<file path="config.mk">
export PLATFORM = sky130hd
export DESIGN_NAME = clock_sync_profile_regs
export DESIGN_NICKNAME = d
export VERILOG_FILES = /design/src/common/cs_pkg.sv /design/src/core/profile_byte_cell.sv /design/src/core/clock_sync_profile_regs.sv
export SDC_FILE = /design/constraint.sdc
export NUM_CORES = 2
export LEC_CHECK = 0
export BUFFER_PORTS_ARGS = -buffer_cell sky130_fd_sc_hd__buf_4
export CAP_MARGIN = 20
export CORE_MARGIN = 4
export CORE_UTILIZATION = 46
export DETAILED_ROUTE_END_ITERATION = 8
export PLACE_DENSITY = 0.67
export SLEW_MARGIN = 20
export SYNTH_ARGS = -nofsm -noshare
export SYNTH_HDL_FRONTEND = slang
export SYNTH_HIERARCHICAL = 1
export SYNTH_SLANG_ARGS = --single-unit
</file>
<file path="constraint.sdc">
create_clock -name core_clk -period 3.33 [get_ports core_clk]
set_input_delay 0 -clock core_clk [delete_from_list [all_inputs] [get_ports core_clk]]
set_output_delay 0 -clock core_clk [all_outputs]
set_load 0.05 [all_outputs]
</file>
<file path="src/common/cs_pkg.sv">
// Register map, field layout and carriers for the profile register bank.
// Assumes one byte-wide register per index; byte address = 4 * index.
package cs_pkg;

  // ---------------------------------------------------------------
  // Bus geometry and responses
  // ---------------------------------------------------------------
  localparam int         ADDR_W      = 14;
  localparam int         IDX_W       = 12;
  localparam int         IDX_LSB     = 2;
  localparam logic [1:0] RESP_OKAY   = 2'h0;
  localparam logic [1:0] RESP_SLVERR = 2'h2;

  // ---------------------------------------------------------------
  // Register indices, first profile lock detectors
  // ---------------------------------------------------------------
  localparam logic [11:0] P1_PH_TH0   = 12'h65b;
  localparam logic [11:0] P1_PH_TH1   = 12'h65c;
  localparam logic [11:0] P1_PH_FILL  = 12'h65d;
  localparam logic [11:0] P1_PH_DRAIN = 12'h65e;
  localparam logic [11:0] P1_FR_TH0   = 12'h65f;
  localparam logic [11:0] P1_FR_TH1   = 12'h660;
  localparam logic [11:0] P1_FR_TH2   = 12'h661;
  localparam logic [11:0] P1_FR_FILL  = 12'h662;
  localparam logic [11:0] P1_FR_DRAIN = 12'h663;
  localparam logic [11:0] GAP_FIRST   = 12'h664;
  localparam logic [11:0] GAP_LAST    = 12'h67f;

  // ---------------------------------------------------------------
  // Register indices, second profile
  // ---------------------------------------------------------------
  localparam logic [11:0] P2_PRIO   = 12'h680;
  localparam logic [11:0] P2_PER0   = 12'h681;
  localparam logic [11:0] P2_PER1   = 12'h682;
  localparam logic [11:0] P2_PER2   = 12'h683;
  localparam logic [11:0] P2_PER3   = 12'h684;
  localparam logic [11:0] P2_PER4   = 12'h685;
  localparam logic [11:0] P2_PER5   = 12'h686;
  localparam logic [11:0] P2_PER6   = 12'h687;
  localparam logic [11:0] P2_ITOL0  = 12'h688;
  localparam logic [11:0] P2_ITOL1  = 12'h689;
  localparam logic [11:0] P2_ITOL2  = 12'h68a;
  localparam logic [11:0] P2_OTOL0  = 12'h68b;
  localparam logic [11:0] P2_OTOL1  = 12'h68c;
  localparam logic [11:0] P2_OTOL2  = 12'h68d;
  localparam logic [11:0] P2_VAL0   = 12'h68e;
  localparam logic [11:0] P2_VAL1   = 12'h68f;
  localparam logic [11:0] P2_RED0   = 12'h690;
  localparam logic [11:0] P2_RED1   = 12'h691;
  localparam logic [11:0] P2_ALIN0  = 12'h692;
  localparam logic [11:0] P2_ALIN1  = 12'h693;
  localparam logic [11:0] P2_AEXP   = 12'h694;
  localparam logic [11:0] P2_BLIN0  = 12'h695;
  localparam logic [11:0] P2_BLIN1  = 12'h696;
  localparam logic [11:0] P2_BEXP   = 12'h697;
  localparam logic [11:0] P2_GLIN0  = 12'h698;
  localparam logic [11:0] P2_GLIN1  = 12'h699;
  localparam logic [11:0] P2_GEXP   = 12'h69a;
  localparam logic [11:0] P2_DLIN0  = 12'h69b;
  localparam logic [11:0] P2_DLIN1  = 12'h69c;
  localparam logic [11:0] P2_DEXP   = 12'h69d;
  localparam logic [11:0] P2_RDIV0  = 12'h69e;
  localparam logic [11:0] P2_RDIV1  = 12'h69f;
  localparam logic [11:0] P2_RDIV2  = 12'h6a0;
  localparam logic [11:0] P2_RDIV3  = 12'h6a1;
  localparam logic [11:0] BANK_FIRST = P1_PH_TH0;
  localparam logic [11:0] BANK_LAST  = P2_RDIV3;
  localparam logic [11:0] APPLY_IDX  = 12'h800;
  localparam logic [11:0] STATUS_IDX = 12'h801;

  // ---------------------------------------------------------------
  // Field positions, masks and reset values
  // ---------------------------------------------------------------
  localparam int         SCALE_BIT    = 7;
  localparam int         PROMO_LSB    = 3;
  localparam int         SEL_LSB      = 0;
  localparam int         APPLY_BIT    = 0;
  localparam int         ST_PEND_BIT  = 0;
  localparam int         ST_ORDER_BIT = 1;
  localparam logic [7:0] MASK_PRIO    = 8'hbf;
  localparam logic [7:0] MASK_2       = 8'h03;
  localparam logic [7:0] MASK_4       = 8'h0f;
  localparam logic [7:0] MASK_6       = 8'h3f;
  localparam logic [7:0] MASK_7       = 8'h7f;
  localparam logic [7:0] MASK_FULL    = 8'hff;
  localparam logic [7:0] MASK_NONE    = 8'h00;
  localparam logic [7:0] BYTE_RST     = 8'h00;

  // ---------------------------------------------------------------
  // Carriers
  // ---------------------------------------------------------------
  typedef struct packed {
    logic             en;
    logic [IDX_W-1:0] idx;
    logic [7:0]       data;
  } reg_wr_t;

  typedef struct packed {
    logic        p1_ph_scale_ns;
    logic [15:0] p1_ph_thresh;
    logic [7:0]  p1_ph_fill;
    logic [7:0]  p1_ph_drain;
    logic [23:0] p1_fr_thresh;
    logic [7:0]  p1_fr_fill;
    logic [7:0]  p1_fr_drain;
    logic        p2_ph_scale_ns;
    logic [2:0]  p2_promo_prio;
    logic [2:0]  p2_sel_prio;
    logic [49:0] p2_ref_period;
    logic [19:0] p2_inner_tol;
    logic [19:0] p2_outer_tol;
    logic [15:0] p2_valid_ms;
    logic [15:0] p2_redet_ms;
    logic [15:0] alpha_lin;
    logic [5:0]  alpha_exp1;
    logic [2:0]  alpha_exp2;
    logic [3:0]  alpha_exp3;
    logic [16:0] beta_lin;
    logic [4:0]  beta_exp;
    logic [16:0] gamma_lin;
    logic [4:0]  gamma_exp;
    logic [14:0] delta_lin;
    logic [4:0]  delta_exp;
    logic [29:0] p2_rdiv;
    logic [30:0] p2_rdiv_ratio;
  } cfg_t;

  // Writable bits of each bank byte
  function automatic logic [7:0] wmask(input logic [11:0] idx);
    case (idx)
      P2_PRIO:            return MASK_PRIO;
      P2_PER6:            return MASK_2;
      P2_ITOL2, P2_OTOL2: return MASK_4;
      P2_BEXP:            return MASK_7;
      P2_GEXP, P2_RDIV3:  return MASK_6;
      default: begin
        if (idx >= GAP_FIRST && idx <= GAP_LAST) return MASK_NONE;
        return MASK_FULL;
      end
    endcase
  endfunction

  // Index answered with OKAY
  function automatic logic mapped(input logic [11:0] idx);
    return (idx >= BANK_FIRST && idx <= BANK_LAST) ||
           idx == APPLY_IDX || idx == STATUS_IDX;
  endfunction

endpackage

</file>
<file path="src/core/profile_byte_cell.sv">
// One staged byte and one applied byte of the profile bank.
// Assumes the parent decodes the index and issues the apply strobe.
`timescale 1ns/1ps
`default_nettype none
module profile_byte_cell #(
  parameter logic [7:0] MASK = 8'hff
) (
  // Clock and reset
  input  wire logic       core_clk,
  input  wire logic       reset_n,
  // Write and apply strobes
  input  wire logic       wr_en,
  input  wire logic [7:0] wr_byte,
  input  wire logic       apply,
  // Stored bytes
  output logic      [7:0] stg,
  output logic      [7:0] act
);

  logic [7:0] stg_ff;
  logic [7:0] act_ff;
  logic [7:0] nxt_stg;
  logic [7:0] nxt_act;

  // Staged byte takes writes, applied byte takes the staged one
  always_comb begin
    nxt_stg = stg_ff;
    nxt_act = act_ff;
    if (wr_en) begin
      nxt_stg = wr_byte & MASK;
    end
    if (apply) begin
      nxt_act = stg_ff;
    end
  end

  // State registers
  always_ff @(posedge core_clk) begin
    if (!reset_n) begin
      stg_ff <= cs_pkg::BYTE_RST;
      act_ff <= cs_pkg::BYTE_RST;
    end else begin
      stg_ff <= nxt_stg;
      act_ff <= nxt_act;
    end
  end

  assign stg = stg_ff;
  assign act = act_ff;

endmodule
`default_nettype wire

</file>
<file path="src/core/clock_sync_profile_regs.sv">
// Profile register bank of a digital PLL clock synchronizer: first
// profile lock detectors and the whole second profile, on AXI4-Lite.
// Assumes one clock domain and a synchronous active-low reset.
`timescale 1ns/1ps
`default_nettype none

// What this block does
// - Priority bit 7 picks ps or ns
// - First profile threshold unit from p1_phase_scale_ns
// - 16-bit phase threshold, then fill, drain
// - 24-bit frequency threshold, low byte first
// - Frequency fill and drain follow threshold
// - Promoted priority only while reference active
// - 3-bit selection priority ranks the reference
// - 50-bit reference period over seven bytes
// - Two 20-bit tolerances, low nibble third
// - 16-bit validation timer in milliseconds
// - 16-bit redetect timer in milliseconds
// - Coefficient is fraction times power two
// - Alpha: linear, three exponents, split field
// - Beta: 17-bit linear, exponent bits 6:2
// - Gamma: linear top bit 0, exponent 5:1
// - Delta: 15-bit linear, exponent split two bytes
// - Input divide ratio is value plus one
module clock_sync_profile_regs #(
  parameter int ADDR_W = cs_pkg::ADDR_W
) (
  // Clock and reset
  input  wire logic              core_clk,
  input  wire logic              reset_n,
  // AXI4-Lite write address and data
  input  wire logic [ADDR_W-1:0] s_axi_awaddr,
  input  wire logic              s_axi_awvalid,
  output logic                   s_axi_awready,
  input  wire logic [31:0]       s_axi_wdata,
  input  wire logic [3:0]        s_axi_wstrb,
  input  wire logic              s_axi_wvalid,
  output logic                   s_axi_wready,
  // AXI4-Lite write response
  output logic [1:0]             s_axi_bresp,
  output logic                   s_axi_bvalid,
  input  wire logic              s_axi_bready,
  // AXI4-Lite read
  input  wire logic [ADDR_W-1:0] s_axi_araddr,
  input  wire logic              s_axi_arvalid,
  output logic                   s_axi_arready,
  output logic [31:0]            s_axi_rdata,
  output logic [1:0]             s_axi_rresp,
  output logic                   s_axi_rvalid,
  input  wire logic              s_axi_rready,
  // Device state
  input  wire logic              p1_phase_scale_ns,
  input  wire logic              p2_ref_active,
  // Applied configuration
  output cs_pkg::cfg_t           cfg,
  output logic [2:0]             p2_eff_prio
);

  localparam int IW = cs_pkg::IDX_W;

  // -------------------------------------------------------------
  // Bus slave state
  // -------------------------------------------------------------
  logic            aw_held_ff;
  logic            w_held_ff;
  logic [IW-1:0]   aw_idx_ff;
  logic [7:0]      wbyte_ff;
  logic            wlane_ff;
  logic            awready_ff;
  logic            wready_ff;
  logic            bvalid_ff;
  logic [1:0]      bresp_ff;
  logic            arready_ff;
  logic            rvalid_ff;
  logic [31:0]     rdata_ff;
  logic [1:0]      rresp_ff;
  logic            nxt_aw_held;
  logic            nxt_w_held;
  logic [IW-1:0]   nxt_aw_idx;
  logic [7:0]      nxt_wbyte;
  logic            nxt_wlane;
  logic            nxt_awready;
  logic            nxt_wready;
  logic            nxt_bvalid;
  logic [1:0]      nxt_bresp;
  logic            nxt_arready;
  logic            nxt_rvalid;
  logic [31:0]     nxt_rdata;
  logic [1:0]      nxt_rresp;
  cs_pkg::reg_wr_t reg_wr;
  logic [IW-1:0]   rd_idx;
  logic [7:0]      rd_byte;

  // -------------------------------------------------------------
  // Bank and applied state
  // -------------------------------------------------------------
  logic [7:0]   stg_w [cs_pkg::BANK_FIRST:cs_pkg::BANK_LAST];
  logic [7:0]   act_w [cs_pkg::BANK_FIRST:cs_pkg::BANK_LAST];
  logic         bank_wr;
  logic         apply;
  logic         pending_ff;
  logic         nxt_pending;
  logic         order_err;
  cs_pkg::cfg_t cfg_ff;
  cs_pkg::cfg_t nxt_cfg;
  logic [2:0]   eff_prio_ff;
  logic [2:0]   nxt_eff_prio;

  // -------------------------------------------------------------
  // AXI4-Lite slave
  // -------------------------------------------------------------

  // Read index straight from the offered address
  assign rd_idx = IW'(s_axi_araddr >> cs_pkg::IDX_LSB);

  // Address and data taken in either order, write once both held
  always_comb begin
    nxt_aw_held = aw_held_ff;
    nxt_w_held  = w_held_ff;
    nxt_aw_idx  = aw_idx_ff;
    nxt_wbyte   = wbyte_ff;
    nxt_wlane   = wlane_ff;
    nxt_bvalid  = bvalid_ff;
    nxt_bresp   = bresp_ff;
    nxt_rvalid  = rvalid_ff;
    nxt_rdata   = rdata_ff;
    nxt_rresp   = rresp_ff;
    reg_wr      = '0;
    if (s_axi_awvalid && awready_ff) begin
      nxt_aw_held = 1'b1;
      nxt_aw_idx  = IW'(s_axi_awaddr >> cs_pkg::IDX_LSB);
    end
    if (s_axi_wvalid && wready_ff) begin
      nxt_w_held = 1'b1;
      nxt_wbyte  = s_axi_wdata[7:0];
      nxt_wlane  = s_axi_wstrb[0];
    end
    if (aw_held_ff && w_held_ff) begin
      // Unmapped index is dropped and answered SLVERR
      reg_wr.en   = wlane_ff && cs_pkg::mapped(aw_idx_ff);
      reg_wr.idx  = aw_idx_ff;
      reg_wr.data = wbyte_ff;
      nxt_aw_held = 1'b0;
      nxt_w_held  = 1'b0;
      nxt_bvalid  = 1'b1;
      nxt_bresp   = cs_pkg::mapped(aw_idx_ff) ?
                    cs_pkg::RESP_OKAY : cs_pkg::RESP_SLVERR;
    end else if (bvalid_ff && s_axi_bready) begin
      nxt_bvalid = 1'b0;
    end
    if (s_axi_arvalid && arready_ff) begin
      nxt_rvalid = 1'b1;
      nxt_rdata  = {24'h000000, rd_byte};
      nxt_rresp  = cs_pkg::mapped(rd_idx) ?
                   cs_pkg::RESP_OKAY : cs_pkg::RESP_SLVERR;
    end else if (rvalid_ff && s_axi_rready) begin
      nxt_rvalid = 1'b0;
    end
    nxt_awready = !nxt_aw_held && !nxt_bvalid;
    nxt_wready  = !nxt_w_held && !nxt_bvalid;
    nxt_arready = !nxt_rvalid;
  end

  // Slave registers
  always_ff @(posedge core_clk) begin
    if (!reset_n) begin
      aw_held_ff <= 1'b0;
      w_held_ff  <= 1'b0;
      aw_idx_ff  <= '0;
      wbyte_ff   <= cs_pkg::BYTE_RST;
      wlane_ff   <= 1'b0;
      awready_ff <= 1'b0;
      wready_ff  <= 1'b0;
      bvalid_ff  <= 1'b0;
      bresp_ff   <= cs_pkg::RESP_OKAY;
      arready_ff <= 1'b0;
      rvalid_ff  <= 1'b0;
      rdata_ff   <= 32'h00000000;
      rresp_ff   <= cs_pkg::RESP_OKAY;
    end else begin
      aw_held_ff <= nxt_aw_held;
      w_held_ff  <= nxt_w_held;
      aw_idx_ff  <= nxt_aw_idx;
      wbyte_ff   <= nxt_wbyte;
      wlane_ff   <= nxt_wlane;
      awready_ff <= nxt_awready;
      wready_ff  <= nxt_wready;
      bvalid_ff  <= nxt_bvalid;
      bresp_ff   <= nxt_bresp;
      arready_ff <= nxt_arready;
      rvalid_ff  <= nxt_rvalid;
      rdata_ff   <= nxt_rdata;
      rresp_ff   <= nxt_rresp;
    end
  end

  assign s_axi_awready = awready_ff;
  assign s_axi_wready  = wready_ff;
  assign s_axi_bvalid  = bvalid_ff;
  assign s_axi_bresp   = bresp_ff;
  assign s_axi_arready = arready_ff;
  assign s_axi_rvalid  = rvalid_ff;
  assign s_axi_rdata   = rdata_ff;
  assign s_axi_rresp   = rresp_ff;

  // -------------------------------------------------------------
  // Register bank
  // -------------------------------------------------------------

  // Write strobes for the bank and the apply command
  assign bank_wr = reg_wr.en && reg_wr.idx >= cs_pkg::BANK_FIRST &&
                   reg_wr.idx <= cs_pkg::BANK_LAST;
  assign apply   = reg_wr.en && reg_wr.idx == cs_pkg::APPLY_IDX &&
                   reg_wr.data[cs_pkg::APPLY_BIT];

  // One staged and applied byte per index, gap bytes masked off
  for (genvar i = int'(cs_pkg::BANK_FIRST);
       i <= int'(cs_pkg::BANK_LAST); i++) begin : g_cell
    localparam logic [IW-1:0] IDX = IW'(i);
    profile_byte_cell #(
      .MASK (cs_pkg::wmask(IDX))
    ) u_cell (
      .core_clk (core_clk),
      .reset_n  (reset_n),
      .wr_en    (bank_wr && reg_wr.idx == IDX),
      .wr_byte  (reg_wr.data),
      .apply    (apply),
      .stg      (stg_w[i]),
      .act      (act_w[i])
    );
  end

  // Pending flag, a new write wins over a same-cycle apply
  always_comb begin
    nxt_pending = pending_ff;
    if (apply) begin
      nxt_pending = 1'b0;
    end
    if (bank_wr) begin
      nxt_pending = 1'b1;
    end
  end

  // Applied promoted priority above selection priority
  assign order_err = cfg_ff.p2_promo_prio > cfg_ff.p2_sel_prio;

  // Read data: staged bytes, status, zero elsewhere
  always_comb begin
    rd_byte = 8'h00;
    if (rd_idx >= cs_pkg::BANK_FIRST && rd_idx <= cs_pkg::BANK_LAST) begin
      rd_byte = stg_w[rd_idx];
    end else if (rd_idx == cs_pkg::STATUS_IDX) begin
      rd_byte[cs_pkg::ST_PEND_BIT]  = pending_ff;
      rd_byte[cs_pkg::ST_ORDER_BIT] = order_err;
    end
  end

  // -------------------------------------------------------------
  // Field assembly from the applied bytes
  // -------------------------------------------------------------
  always_comb begin
    nxt_cfg = '0;
    // First profile lock detectors
    nxt_cfg.p1_ph_scale_ns = p1_phase_scale_ns;
    nxt_cfg.p1_ph_thresh = {act_w[cs_pkg::P1_PH_TH1],
                            act_w[cs_pkg::P1_PH_TH0]};
    nxt_cfg.p1_ph_fill   = act_w[cs_pkg::P1_PH_FILL];
    nxt_cfg.p1_ph_drain  = act_w[cs_pkg::P1_PH_DRAIN];
    nxt_cfg.p1_fr_thresh = {act_w[cs_pkg::P1_FR_TH2],
                            act_w[cs_pkg::P1_FR_TH1],
                            act_w[cs_pkg::P1_FR_TH0]};
    nxt_cfg.p1_fr_fill   = act_w[cs_pkg::P1_FR_FILL];
    nxt_cfg.p1_fr_drain  = act_w[cs_pkg::P1_FR_DRAIN];
    // Second profile priorities and scale
    nxt_cfg.p2_ph_scale_ns =
      act_w[cs_pkg::P2_PRIO][cs_pkg::SCALE_BIT];
    nxt_cfg.p2_promo_prio =
      act_w[cs_pkg::P2_PRIO][cs_pkg::PROMO_LSB +: 3];
    nxt_cfg.p2_sel_prio =
      act_w[cs_pkg::P2_PRIO][cs_pkg::SEL_LSB +: 3];
    // Reference period, tolerances, timers
    nxt_cfg.p2_ref_period = {act_w[cs_pkg::P2_PER6][1:0],
                             act_w[cs_pkg::P2_PER5],
                             act_w[cs_pkg::P2_PER4],
                             act_w[cs_pkg::P2_PER3],
                             act_w[cs_pkg::P2_PER2],
                             act_w[cs_pkg::P2_PER1],
                             act_w[cs_pkg::P2_PER0]};
    nxt_cfg.p2_inner_tol = {act_w[cs_pkg::P2_ITOL2][3:0],
                            act_w[cs_pkg::P2_ITOL1],
                            act_w[cs_pkg::P2_ITOL0]};
    nxt_cfg.p2_outer_tol = {act_w[cs_pkg::P2_OTOL2][3:0],
                            act_w[cs_pkg::P2_OTOL1],
                            act_w[cs_pkg::P2_OTOL0]};
    nxt_cfg.p2_valid_ms = {act_w[cs_pkg::P2_VAL1],
                           act_w[cs_pkg::P2_VAL0]};
    nxt_cfg.p2_redet_ms = {act_w[cs_pkg::P2_RED1],
                           act_w[cs_pkg::P2_RED0]};
    // Loop filter: linear parts are fractions below one, scaled
    // by two to the exponent downstream
    nxt_cfg.alpha_lin  = {act_w[cs_pkg::P2_ALIN1],
                          act_w[cs_pkg::P2_ALIN0]};
    nxt_cfg.alpha_exp1 = act_w[cs_pkg::P2_AEXP][5:0];
    nxt_cfg.alpha_exp2 = {act_w[cs_pkg::P2_BLIN0][0],
                          act_w[cs_pkg::P2_AEXP][7:6]};
    nxt_cfg.alpha_exp3 = act_w[cs_pkg::P2_DEXP][7:4];
    nxt_cfg.beta_lin   = {act_w[cs_pkg::P2_BEXP][1:0],
                          act_w[cs_pkg::P2_BLIN1],
                          act_w[cs_pkg::P2_BLIN0][7:1]};
    nxt_cfg.beta_exp   = act_w[cs_pkg::P2_BEXP][6:2];
    nxt_cfg.gamma_lin  = {act_w[cs_pkg::P2_GEXP][0],
                          act_w[cs_pkg::P2_GLIN1],
                          act_w[cs_pkg::P2_GLIN0]};
    nxt_cfg.gamma_exp  = act_w[cs_pkg::P2_GEXP][5:1];
    nxt_cfg.delta_lin  = {act_w[cs_pkg::P2_DLIN1][6:0],
                          act_w[cs_pkg::P2_DLIN0]};
    nxt_cfg.delta_exp  = {act_w[cs_pkg::P2_DEXP][3:0],
                          act_w[cs_pkg::P2_DLIN1][7]};
    // Input divider and its effective ratio
    nxt_cfg.p2_rdiv = {act_w[cs_pkg::P2_RDIV3][5:0],
                       act_w[cs_pkg::P2_RDIV2],
                       act_w[cs_pkg::P2_RDIV1],
                       act_w[cs_pkg::P2_RDIV0]};
    nxt_cfg.p2_rdiv_ratio = {1'b0, nxt_cfg.p2_rdiv} + 31'h1;
  end

  // Promoted priority only while this reference is active
  always_comb begin
    nxt_eff_prio = cfg_ff.p2_sel_prio;
    if (p2_ref_active) begin
      nxt_eff_prio = cfg_ff.p2_promo_prio;
    end
  end

  // Applied outputs and status registers
  always_ff @(posedge core_clk) begin
    if (!reset_n) begin
      pending_ff  <= 1'b0;
      cfg_ff      <= '0;
      eff_prio_ff <= 3'h0;
    end else begin
      pending_ff  <= nxt_pending;
      cfg_ff      <= nxt_cfg;
      eff_prio_ff <= nxt_eff_prio;
    end
  end

  assign cfg         = cfg_ff;
  assign p2_eff_prio = eff_prio_ff;

endmodule
`default_nettype wire

</file>
==> metrics <==
outcome complete, no violations; vias in the first global route 27,600; M3 GR Usage 4.16%; global route overflow 0; Overall Global Routing Usage 22.4%; setup TNS 0 ns; first-pass GRT wire length 172,000 um; I/O pin cnt 473; clk_skew roughly 0.026 ns; Critical Path RT 3.88 ns; via count 28,100; Routed WL per cell 20.2 um; Setup crit end kind flip-flop; final hold viol count 0; critical path arrival 3.60 ns; FP Rows 112; Clock transition at path regs roughly 0.06 ns; Layout Utilization 54.4%; n_diodes 0; Post-Route WL between 100,000 and 150,000 um; Max IR drop VDD 0.377 mV; syn avg cell area 11.0 um2; RSZ-0062 raised after global routing false; CTS buffer count 108; fin. max-slew vios 0; kind of start point of the critical path flip-flop; chip width 317 um; Post-Synthesis Cells 3,976; H-tree depth 3; met2 usage a little under two fifths; synthesis-to-layout area growth 16.5%; DIE AREA 0.100 mm2; min Tclk post-route roughly 3 ns; final worst-path cycle share 91.5%; Initial Util 46.7%; placed cells 5,460; nets@finish 4,462; initial antenna violation count 5; initial DRC count about 1,900; Top Usage Layer GRT met2; fin cells 5,724; pre-CTS setup slack 0.391 ns; endpoints failing setup 0; CTS tree done; IO buf count 415; Vias/cell 4.91; DRC 0; Clock Tree Root clkbuf_16; Leak 18.5 nW; layout cells sized above 1 approximately a fifth; Antenna Nets Post-Route 0; core box area 0.0939 mm2; critical path type reg2reg; # resized after CTS 0; Fillers 8,356; GRT met1 Usage 30.3%; CTS sink count roughly 1,000; power per cell area 502 mW/mm2; Synth Warn # 6; max cap viols 0; fmax 328 MHz; post-route setup slack 0.282 ns; crit path max fanout 12; Die Ht approximately 320 um; clk_lat worst skew 0.68 ns; largest net degree at the start of global routing around 270; drt first pass iters 7; relative slew slack just under 20%; Hold WC Path Type in2reg; synthesized cell area 0.0438 mm2; clk buf depth 3; Final HPWL DP around 81,000 um; worst-margin pin slew 1.20 ns; placer congestion estimate slightly below 0.9
-- registers in the layout (all words and copies together) (netlist names), 3 cells and up --
signal and cells:
p2_eff_prio 3, wbyte_ff 8, s_axi_rdata 8, aw_idx_ff 12, cfg 356, g_cell.u_cell/act 324
g_cell.u_cell/stg 324
-- area by class of cell --
cell class | instances | area (um2) | share of cell area, %
Multi-Input combinational cell | 2636 | 20100 | 39.4
Inverter | 10 | 37.5 | 0.0735
Tap cell | 1254 | 1570 | 3.07
Timing Repair Buffer | 583 | 4820 | 9.43
Clock inverter | 36 | 397 | 0.776
Sequential cell | 1046 | 20900 | 41.0
Clock buffer | 159 | 3180 | 6.22
-- critical path: stages (launching register included) --
cell	delay, ns
dfxtp_1	0.52
and2_1	0.33
nand3b_1	0.16
nor4_1	0.56
nand2_1	0.50
nor3_2	0.26
buf_4	0.26
mux2i_1	0.24
nor2b_1	0.09
-- cell usage in the layout, fill, tap and decap left out, drive strengths merged, types with 46 or more instances in the layout --
master and n:
a21oi 49, nor2 70, nor2b 659, nor3 46
mux2i 729, mux4 104, dfxtp 1046, buf 513
clkbuf 160, nand2 111, dlygate4sd3 69, conb 270
and2 331, a22oi 47
-- worst paths after layout --
check | from | end | slack, ns | cells after the start
setup / recovery | aw_held_ff | g_cell[1681].u_cell/stg[0] | 0.28 | 8
hold / removal | p1_phase_scale_ns | cfg[355] | 0.07 | 3
setup reg to reg | aw_held_ff | g_cell[1681].u_cell/stg[0] | 0.28 | 8
hold reg to reg | g_cell[1633].u_cell/act[0] | cfg[315] | 0.46 | 1
-- where the power goes --
part | internal (mW) | leakage (nW) | switching [mW]
logic | 0.450 | 8.36 | 0.615
clock network | 7.06 | 1.74 | 4.97
registers | 12.5 | 8.42 | 0.0265
-- routing by layer --
layer	part of all wire [%]	vias up
li1	-	13700
met1	45	13600
met2	47	687
met3	5.9	134
met4	2.0	6
met5	0.041	-
-- metrics by stage --
stage	hold slack, ns	total power, mW	instance area [um2]
6_report	0.0713	25.7	51100
5_1_grt	0.0536	26.5	51100
4_1_cts	0.0247	25.9	51100
3_5_place_dp	0.213	13.8	46800
3_3_place_gp	0.208	13.8	46800
2_1_floorplan	0.127	13.8	44700
-- repair_timing --
item | 4_1_cts | 5_1_grt
endpoints found under the hold margin | 115 | 0
hold buffers | 69 | 0
setup buffers | 0 | 0
endpoints found under the setup margin | 0 | 0
Note: power is estimated with default switching activity, not from simulation.
